## src/grid_map.vh

```
// Constants for the grid driver shift register, latch and register block.
`ifndef GRID_MAP_VH
`define GRID_MAP_VH

// Shift chain and latch geometry.
`define GRID_STAGES      40
`define GRID_MSB         39
`define STAGE_FIRST      0
`define STAGE_LAST       39
`define HI_MSB           7
`define HI_PAD           24
`define ZERO_GRID        40'h00_0000_0000

// Register bus geometry and byte addresses.
`define ADDR_W           8
`define DATA_W           32
`define ADR_CTRL         8'h00
`define ADR_STATUS       8'h04
`define ADR_STAGE_LO     8'h08
`define ADR_STAGE_HI     8'h0C
`define ADR_LATCH_LO     8'h10
`define ADR_LATCH_HI     8'h14
`define ADR_SHIFT_CNT    8'h18

// Bus responses.
`define RESP_OKAY        2'h0
`define RESP_SLVERR      2'h2

// Control register fields and reset value.
`define CTRL_W           3
`define CTRL_SHIFT_EN    0
`define CTRL_SOFT_CLR    1
`define CTRL_FORCE_BLANK 2
`define CTRL_RST         3'h1

// Status register padding, counter values and the zero data word.
`define STATUS_PAD       28
`define CNT_ZERO         32'h0000_0000
`define CNT_ONE          32'h0000_0001
`define DATA_ZERO        32'h0000_0000

`endif

```

## src/grid_driver_shift_latch.v

```verilog
// Top of the grid driver: pin routing, shift clock edge and register slave.
`timescale 1ns/1ps
`default_nettype none
`include "grid_map.vh"

module grid_driver_shift_latch (
	input  wire                    CLK_SYS,
	input  wire                    RST_N,
	input  wire                    CLK_EN,
	input  wire                    SHIFT_CLK,
	input  wire                    CHAIN_CLR_N,
	input  wire                    SHIFT_DIR,
	input  wire                    LATCH_STROBE,
	input  wire                    OUTPUT_BLANK_N,
	input  wire                    SERIAL_A_IN,
	output wire                    SERIAL_A_OUT,
	output wire                    SERIAL_A_OE,
	input  wire                    SERIAL_B_IN,
	output wire                    SERIAL_B_OUT,
	output wire                    SERIAL_B_OE,
	output wire [`GRID_MSB:0]      GRID_DRIVE_OUT,
	input  wire [`ADDR_W-1:0]      S_AXI_AWADDR,
	input  wire                    S_AXI_AWVALID,
	output wire                    S_AXI_AWREADY,
	input  wire [`DATA_W-1:0]      S_AXI_WDATA,
	input  wire [3:0]              S_AXI_WSTRB,
	input  wire                    S_AXI_WVALID,
	output wire                    S_AXI_WREADY,
	output wire [1:0]              S_AXI_BRESP,
	output wire                    S_AXI_BVALID,
	input  wire                    S_AXI_BREADY,
	input  wire [`ADDR_W-1:0]      S_AXI_ARADDR,
	input  wire                    S_AXI_ARVALID,
	output wire                    S_AXI_ARREADY,
	output wire [`DATA_W-1:0]      S_AXI_RDATA,
	output wire [1:0]              S_AXI_RRESP,
	output wire                    S_AXI_RVALID,
	input  wire                    S_AXI_RREADY
);

	// Pin side state.
	reg                    shift_clk_prev_ff;
	reg  [`CTRL_W-1:0]     ctrl_ff;
	reg  [`DATA_W-1:0]     shift_cnt_ff;

	// Write channel state.
	reg                    aw_held_ff;
	reg  [`ADDR_W-1:0]     aw_addr_ff;
	reg                    w_held_ff;
	reg  [`DATA_W-1:0]     w_data_ff;
	reg  [3:0]             w_strb_ff;
	reg                    bvalid_ff;
	reg  [1:0]             bresp_ff;

	// Read channel state.
	reg                    rvalid_ff;
	reg  [`DATA_W-1:0]     rdata_ff;
	reg  [1:0]             rresp_ff;

	// Combinational helpers.
	wire                   shift_fall;
	wire                   shift_go;
	wire                   chain_clr_n;
	wire                   blank_n;
	wire [`GRID_MSB:0]     stage_q;
	wire [`GRID_MSB:0]     latch_q;
	wire                   aw_take;
	wire                   w_take;
	wire                   aw_have;
	wire                   w_have;
	wire [`ADDR_W-1:0]     wr_addr;
	wire [`DATA_W-1:0]     wr_data;
	wire [3:0]             wr_strb;
	wire                   wr_fire;
	wire                   wr_ctrl;
	wire                   wr_cnt;
	wire                   wr_hit;
	wire                   ar_take;
	reg  [`DATA_W-1:0]     rd_mux;
	reg                    rd_hit;

	// The pins are synchronous to CLK_SYS, so one stage is enough to find the edge.
	always @(posedge CLK_SYS or negedge RST_N) begin
		if (!RST_N) begin
			shift_clk_prev_ff <= 1'b0;
		end else if (CLK_EN) begin
			shift_clk_prev_ff <= SHIFT_CLK;
		end
	end

	assign shift_fall = shift_clk_prev_ff & ~SHIFT_CLK;
	assign shift_go   = shift_fall & ctrl_ff[`CTRL_SHIFT_EN];

	// Software can hold the chain cleared as if the clear pin were low.
	assign chain_clr_n = CHAIN_CLR_N & ~ctrl_ff[`CTRL_SOFT_CLR];

	// A floating blank pin resolves low outside; a forced blank overrides it.
	assign blank_n = OUTPUT_BLANK_N & ~ctrl_ff[`CTRL_FORCE_BLANK];

	shift_chain u_chain (
		.clk     (CLK_SYS),
		.rst_n   (RST_N),
		.ce      (CLK_EN),
		.shift   (shift_go),
		.clr_n   (chain_clr_n),
		.dir     (SHIFT_DIR),
		.fwd_in  (SERIAL_A_IN),
		.rev_in  (SERIAL_B_IN),
		.stage_q (stage_q)
	);

	output_latch u_latch (
		.clk     (CLK_SYS),
		.rst_n   (RST_N),
		.ce      (CLK_EN),
		.strobe  (LATCH_STROBE),
		.blank_n (blank_n),
		.din     (stage_q),
		.latch_q (latch_q),
		.grid_q  (GRID_DRIVE_OUT)
	);

	// Pin A drives only in reverse, pin B only in forward.
	assign SERIAL_A_OE  = SHIFT_DIR;
	assign SERIAL_B_OE  = ~SHIFT_DIR;
	assign SERIAL_A_OUT = stage_q[`STAGE_FIRST];
	assign SERIAL_B_OUT = stage_q[`STAGE_LAST];

	// Write address and data are taken in either order and held until both are in.
	assign S_AXI_AWREADY = CLK_EN & ~aw_held_ff & ~bvalid_ff;
	assign S_AXI_WREADY  = CLK_EN & ~w_held_ff & ~bvalid_ff;
	assign aw_take = S_AXI_AWVALID & S_AXI_AWREADY;
	assign w_take  = S_AXI_WVALID & S_AXI_WREADY;
	assign aw_have = aw_held_ff | aw_take;
	assign w_have  = w_held_ff | w_take;
	assign wr_addr = aw_held_ff ? aw_addr_ff : S_AXI_AWADDR;
	assign wr_data = w_held_ff ? w_data_ff : S_AXI_WDATA;
	assign wr_strb = w_held_ff ? w_strb_ff : S_AXI_WSTRB;
	assign wr_fire = CLK_EN & aw_have & w_have & ~bvalid_ff;
	assign wr_ctrl = wr_fire & (wr_addr == `ADR_CTRL);
	assign wr_cnt  = wr_fire & (wr_addr == `ADR_SHIFT_CNT);
	assign wr_hit  = (wr_addr == `ADR_CTRL) | (wr_addr == `ADR_SHIFT_CNT);

	always @(posedge CLK_SYS or negedge RST_N) begin
		if (!RST_N) begin
			aw_held_ff <= 1'b0;
			aw_addr_ff <= {`ADDR_W{1'b0}};
			w_held_ff  <= 1'b0;
			w_data_ff  <= `DATA_ZERO;
			w_strb_ff  <= 4'h0;
			bvalid_ff  <= 1'b0;
			bresp_ff   <= `RESP_OKAY;
		end else if (CLK_EN) begin
			if (wr_fire) begin
				aw_held_ff <= 1'b0;
				w_held_ff  <= 1'b0;
				bvalid_ff  <= 1'b1;
				bresp_ff   <= wr_hit ? `RESP_OKAY : `RESP_SLVERR;
			end else begin
				if (aw_take) begin
					aw_held_ff <= 1'b1;
					aw_addr_ff <= S_AXI_AWADDR;
				end
				if (w_take) begin
					w_held_ff <= 1'b1;
					w_data_ff <= S_AXI_WDATA;
					w_strb_ff <= S_AXI_WSTRB;
				end
				if (bvalid_ff && S_AXI_BREADY) begin
					bvalid_ff <= 1'b0;
				end
			end
		end
	end

	assign S_AXI_BVALID = bvalid_ff;
	assign S_AXI_BRESP  = bresp_ff;

	// Control register; only the low byte lane carries fields.
	always @(posedge CLK_SYS or negedge RST_N) begin
		if (!RST_N) begin
			ctrl_ff <= `CTRL_RST;
		end else if (CLK_EN && wr_ctrl && wr_strb[0]) begin
			ctrl_ff <= wr_data[`CTRL_W-1:0];
		end
	end

	// Shift counter; a shift in the clearing cycle is kept, so it restarts at one.
	always @(posedge CLK_SYS or negedge RST_N) begin
		if (!RST_N) begin
			shift_cnt_ff <= `CNT_ZERO;
		end else if (CLK_EN) begin
			if (wr_cnt) begin
				shift_cnt_ff <= (shift_go && chain_clr_n) ? `CNT_ONE : `CNT_ZERO;
			end else if (shift_go && chain_clr_n) begin
				shift_cnt_ff <= shift_cnt_ff + `CNT_ONE;
			end
		end
	end

	// Read data are captured at the address handshake, so they are one snapshot.
	always @* begin
		rd_mux = `DATA_ZERO;
		rd_hit = 1'b1;
		case (S_AXI_ARADDR)
			`ADR_CTRL: begin
				rd_mux = {{(`DATA_W-`CTRL_W){1'b0}}, ctrl_ff};
			end
			`ADR_STATUS: begin
				rd_mux = {{`STATUS_PAD{1'b0}}, chain_clr_n, blank_n,
					LATCH_STROBE, SHIFT_DIR};
			end
			`ADR_STAGE_LO: begin
				rd_mux = stage_q[`DATA_W-1:0];
			end
			`ADR_STAGE_HI: begin
				rd_mux = {{`HI_PAD{1'b0}}, stage_q[`GRID_MSB:`DATA_W]};
			end
			`ADR_LATCH_LO: begin
				rd_mux = latch_q[`DATA_W-1:0];
			end
			`ADR_LATCH_HI: begin
				rd_mux = {{`HI_PAD{1'b0}}, latch_q[`GRID_MSB:`DATA_W]};
			end
			`ADR_SHIFT_CNT: begin
				rd_mux = shift_cnt_ff;
			end
			default: begin
				rd_mux = `DATA_ZERO;
				rd_hit = 1'b0;
			end
		endcase
	end

	assign S_AXI_ARREADY = CLK_EN & ~rvalid_ff;
	assign ar_take = S_AXI_ARVALID & S_AXI_ARREADY;

	always @(posedge CLK_SYS or negedge RST_N) begin
		if (!RST_N) begin
			rvalid_ff <= 1'b0;
			rdata_ff  <= `DATA_ZERO;
			rresp_ff  <= `RESP_OKAY;
		end else if (CLK_EN) begin
			if (ar_take) begin
				rvalid_ff <= 1'b1;
				rdata_ff  <= rd_mux;
				rresp_ff  <= rd_hit ? `RESP_OKAY : `RESP_SLVERR;
			end else if (rvalid_ff && S_AXI_RREADY) begin
				rvalid_ff <= 1'b0;
			end
		end
	end

	assign S_AXI_RVALID = rvalid_ff;
	assign S_AXI_RDATA  = rdata_ff;
	assign S_AXI_RRESP  = rresp_ff;

endmodule // grid_driver_shift_latch

`default_nettype wire

```

## src/output_latch.v

```verilog
// Strobed output latch with blanking and registered grid drive.
`timescale 1ns/1ps
`default_nettype none
`include "grid_map.vh"

module output_latch (
	input  wire                    clk,
	input  wire                    rst_n,
	input  wire                    ce,
	input  wire                    strobe,
	input  wire                    blank_n,
	input  wire [`GRID_MSB:0]      din,
	output wire [`GRID_MSB:0]      latch_q,
	output wire [`GRID_MSB:0]      grid_q
);

	reg  [`GRID_MSB:0] latch_ff;
	reg  [`GRID_MSB:0] grid_ff;
	wire [`GRID_MSB:0] nxt_grid;

	// The latch has no clear of its own, so a chain clear leaves it alone.
	always @(posedge clk or negedge rst_n) begin
		if (!rst_n) begin
			latch_ff <= `ZERO_GRID;
		end else if (ce && strobe) begin
			latch_ff <= din;
		end
	end

	genvar i;
	generate
		for (i = 0; i < `GRID_STAGES; i = i + 1) begin : g_grid
			assign nxt_grid[i] = blank_n & latch_ff[i];
		end
	endgenerate

	// Reset leaves the outputs low, the same as a floating blank input.
	always @(posedge clk or negedge rst_n) begin
		if (!rst_n) begin
			grid_ff <= `ZERO_GRID;
		end else if (ce) begin
			grid_ff <= nxt_grid;
		end
	end

	assign latch_q = latch_ff;
	assign grid_q  = grid_ff;

endmodule // output_latch

`default_nettype wire

```

## src/shift_chain.v

```verilog
// Forty stage bidirectional shift chain with clear.
`timescale 1ns/1ps
`default_nettype none
`include "grid_map.vh"

module shift_chain (
	input  wire                    clk,
	input  wire                    rst_n,
	input  wire                    ce,
	input  wire                    shift,
	input  wire                    clr_n,
	input  wire                    dir,
	input  wire                    fwd_in,
	input  wire                    rev_in,
	output wire [`GRID_MSB:0]      stage_q
);

	reg  [`GRID_MSB:0] stage_bit_ff;
	wire [`GRID_MSB:0] nxt_stage_bit;

	genvar i;
	generate
		for (i = 0; i < `GRID_STAGES; i = i + 1) begin : g_stage
			wire from_low;
			wire from_high;
			if (i == `STAGE_FIRST) begin : g_first
				assign from_low = fwd_in;
			end else begin : g_mid_low
				assign from_low = stage_bit_ff[i-1];
			end
			if (i == `STAGE_LAST) begin : g_last
				assign from_high = rev_in;
			end else begin : g_mid_high
				assign from_high = stage_bit_ff[i+1];
			end
			assign nxt_stage_bit[i] = dir ? from_high : from_low;
		end
	endgenerate

	always @(posedge clk or negedge rst_n) begin
		if (!rst_n) begin
			stage_bit_ff <= `ZERO_GRID;
		end else if (ce) begin
			if (!clr_n) begin
				stage_bit_ff <= `ZERO_GRID;
			end else if (shift) begin
				stage_bit_ff <= nxt_stage_bit;
			end
		end
	end

	// The mask makes a clear visible at once, without waiting for a clock edge.
	assign stage_q = stage_bit_ff & {`GRID_STAGES{clr_n}};

endmodule // shift_chain

`default_nettype wire
```

## config.mk

```make
export PLATFORM = sky130hd
export DESIGN_NAME = grid_driver_shift_latch
export DESIGN_NICKNAME = d
export VERILOG_FILES = /design/src/grid_driver_shift_latch.v /design/src/output_latch.v /design/src/shift_chain.v
export VERILOG_INCLUDE_DIRS = /design/src
export SDC_FILE = /design/constraint.sdc
export NUM_CORES = 1
export LEC_CHECK = 0
export BUFFER_PORTS_ARGS = -buffer_cell sky130_fd_sc_hd__buf_4
export CAP_MARGIN = 20
export CORE_MARGIN = 2
export CORE_UTILIZATION = 50
export CTS_CLUSTER_SIZE = 28
export DETAILED_ROUTE_END_ITERATION = 8
export PLACE_DENSITY = 0.76
export SLEW_MARGIN = 10
export SYNTH_ARGS = -nofsm -noshare
export SYNTH_HDL_FRONTEND = slang
export SYNTH_SLANG_ARGS = --single-unit
```

## constraint.sdc

```tcl
create_clock -name CLK_SYS -period 3.4 [get_ports CLK_SYS]
set_clock_uncertainty 0.2 [all_clocks]
set_input_delay 0.51 -clock CLK_SYS [delete_from_list [all_inputs] [get_ports CLK_SYS]]
set_output_delay 0.51 -clock CLK_SYS [all_outputs]
set_load 0.005 [all_outputs]
```

==> PnR_summary.wiki <==
{| class="wikitable"
! Metric !! Value
|-
| Max H-tree Level || 1
|-
| Share of the cycle needed by the critical path after routing || approximately 70%
|-
| Switching share of power || approximately 25%
|-
| Worst IR drop on VDD || 0.3723 mV
|-
| X dimension of the die || between 100 and 150 um
|-
| Worst Tran Pin Value || approximately 760 ps
|-
| First element of the critical path || ctrl_ff[1]
|-
| Number of synthesized flops with an enable pin || 0
|-
| Setup fix buffers added after clock tree synthesis || 0
|-
| Reg2Reg Launch Point || ctrl_ff[0]
|-
| TritonCTS clock tree || built
|-
| CTS clk-pin slew, worst paths || approximately 70 ps
|-
| Status || complete, no violations
|-
| Register area share after synthesis || around 53%
|-
| Share of post-route cells with drive strength above 1 || ~22%
|-
| CTS resizes || 0
|-
| GR Util All Layers || 23.48%
|-
| Share of async-settable or async-resettable flops after synthesis || 100.0%
|-
| Initial core utilization || 51.45%
|-
| Sequential power share || around half
|-
| Switching power || roughly 1.4 mW
|-
| Critical path capture point type || output port
|-
| Leakage Power || around 5.3 nW
|-
| Count leader, synth || dfrtp_1
|-
| Synth top area share || 52.77%
|-
| Global placement routability congestion || about 0.86
|-
| First-iteration detailed-routing DRC count || 563
|-
| Maxcap violations || 0
|-
| Max-slew headroom || 49.06%
|-
| Power density normalized to cell area || about 490 nW/um^2
|-
| Share of power burned in the clock network || 41.7%
|-
| Setup violation total in the final timing report || 0
|-
| Worst endpoint required time || roughly 2700 ps
|-
| Number of storage elements in the synthesis netlist || 206
|-
| Critical path start-end classification || register to output port
|-
| Arrival time worst endpoint || 1660 ps
|-
| Root cell of the clock tree || clkbuf_16
|-
| Number of distinct library cells after synthesis || 67
|-
| Initial DRT Pass Iterations || 5
|-
| IO Port Bufs || 117
|-
| CTS Buf Count || 21
|-
| Routed wire length || 23.31 mm
|-
| Hold Worst Slack || 49.68 ps
|-
| Length in cells of the worst reg-to-reg path || 5
|-
| Worst min-delay path class || input pin to register
|-
| Synth-to-layout area growth || 18.43%
|-
| Clock latency on the worst-skew pair || about 500 ps
|-
| Average detailed-routed wire length per instance || between 15 and 20 um
|-
| Final worst path period need || between 2000 and 2500 ps
|-
| Terminus of the critical flop-to-flop path || shift_cnt_ff[21]
|-
| Final antenna-violating net count || 0
|-
| Die extent in y || 143.4 um
|-
| Initial antenna violation count || 0
|-
| Num Clock Sinks || about 210
|-
| Floorplan die area || around 20000 um^2
|-
| Number of failing hold endpoints at the final stage || 0
|-
| Top cells by area, synth || dfrtp_1 (53%), mux2i_1 (7.5%), nor2_1 (3.8%), a22o_1 (3.7%), nand2_1 (3.1%)
|-
| List of most frequent post-synthesis cells || dfrtp_1 (205), nor2_1 (98), nand2_1 (80)
|-
| Maximum fanout encountered on the critical timing path || 5
|-
| Total count of max-transition violations in the final report || 0
|-
| Vias in the first global route || approximately 7400
|-
| Number of vias per cell after detailed routing || 5.788
|-
| Cell accounting for the most synthesized area || dfrtp_1
|-
| Maximum achievable frequency || between 0.4 and 0.5 GHz
|-
| Count of nets after finishing || about 1100
|-
| Detailed placement HPWL || 15.64 mm
|-
| Post-Route Setup TNS || 0 ps
|-
| Total standard cell area after synthesis || between 9000 and 10000 um^2
|-
| Buffer depth of the longest clock path || 3
|-
| Post-Syn Area per Cell || ~11 um^2
|-
| Global-route wire length before repair || between 30 and 40 mm
|-
| Residual DRC count || 0
|-
| Element type at the critical path start || register
|-
| Pin count of the biggest net entering global routing || between 90 and 100
|-
| Core area || around 19000 um^2
|-
| Count of vias placed by the detailed router || roughly 7400
|-
| Fill cell instance count of the final layout || around 1600
|-
| Yosys synthesis warning count || 0
|-
| Number of placement rows || 50
|-
| Internal power of the cells || approximately 4.2 mW
|-
| Dominant synthesized flop cell || dfrtp_1
|-
| Endpoint of the worst setup timing path || SERIAL_A_OUT
|-
| I/O pins || 152
|-
| Combinational share of power || just under 10%
|-
| Overall overflow remaining after global route || 0
|-
| Syn Inst Count || 914
|-
| Antenna diode count || 0
|-
| Minimum setup slack among reg-to-reg paths || between 1000 and 1500 ps
|-
| RSZ-0062 raised after global routing || no
|}
power by group through the flow:
stage                     Clock [mW]  Combinational [mW]  Sequential, mW
after CTS                       2.37               0.549            2.72
after global routing            2.48               0.607            2.74
after floorplan                    0               0.370            2.70
final                           2.34               0.541            2.72
after detailed placement           0               0.547            2.76
after global placement             0               0.528            2.75
worst min-delay path by stage:
stage,start,endpoint,slack [ps],depth (start not counted)
global route,S_AXI_WDATA[0],w_data_ff[0],40,2
global placement,S_AXI_RDATA[2],S_AXI_RDATA[2],280,2
CTS,S_AXI_WDATA[0],w_data_ff[0],40,2
detailed placement,S_AXI_RDATA[2],S_AXI_RDATA[2],280,2
finish,S_AXI_WDATA[0],w_data_ff[0],50,2
floorplan,RST_N,S_AXI_BRESP[1],10,0
logic make-up after synthesis:
logic type	Yosys count	synth area share (%)
simple gates	280	14.70
flops	206	53.04
compound gates	188	14.04
buf+inv	113	5.174
mux	99	10.53
xor+xnor	26	2.343
fa+ha+maj	1	0.1287
other cells	1	0.03858
through the flow:
| stage | std cells | total power [mW] | utilization, % | cell area, um^2 | setup WS, ps |
|---|---|---|---|---|---|
| after floorplan | 915 | 3.069 | - | 9724 | 1135 |
| after global placement | 1247 | 3.280 | 57.16 | 10800 | 809.7 |
| after detailed placement | 1247 | 3.306 | 57.16 | 10800 | 728.9 |
| after CTS | 1285 | 5.633 | 60.93 | 11510 | 1023 |
| after global routing | 1285 | 5.824 | 60.93 | 11510 | 904.9 |
| final | 1285 | 5.595 | 60.93 | 11510 | 1030 |
area by class of cell:
cell class	count	area, um^2	share of cell area, %
repair buffers	137	1075	9.336
multi-input cells	596	4069	35.34
clock buffers	26	584.3	5.076
clock inverters	11	118.9	1.032
well taps	260	325.3	2.826
inverters	49	183.9	1.598
flip-flops and latches	206	5156	44.79
timing repair:
action | CTS | global route
endpoints found under the setup margin | 0 | 0
hold endpoints to repair | 86 | 0
hold buffers | 1 | 0
worst max-delay path, stage by stage, from the launching register on:
cell,delay [ps]
dfrtp_1,430
nor2b_1,350
and2_1,250
buf_4,130
routing by layer:
layer	share of wire, %	GRT usage [%]	vias to the layer above
li1	-	-	3457
met5	0	0	-
met4	2.1	6.192	0
met2	46	37.44	247
met1	46	33.75	3687
met3	6.1	3.632	46
placed cells by master (no fill, tap or decap), types with 6 or more instances in the layout:
cell type and instances:
dfrtp_1 205, nand3_1 15, mux2_2 26, nand4_1 10, nor3_1 10, nor4_1 6
nand2_1 80, inv_1 49, and3_1 7, nor2_1 97, a221o_1 20, o21ai_0 60
a21oi_1 11, mux2i_1 73, a211oi_1 31, a22o_1 41, buf_4 132, xnor2_1 21
clkbuf_16 21, or3_1 6, nor2b_1 7
sequential cells by signal, summed over array words and instances, names as in the netlist, 3 cells and up:
register,flops
ctrl_ff,3
S_AXI_RDATA,32
u_latch.latch_q,40
shift_cnt_ff,32
w_data_ff,3
u_chain.stage_bit_ff,40
aw_addr_ff,8
u_latch.grid_q,40
(Power assumes the default switching activity.)
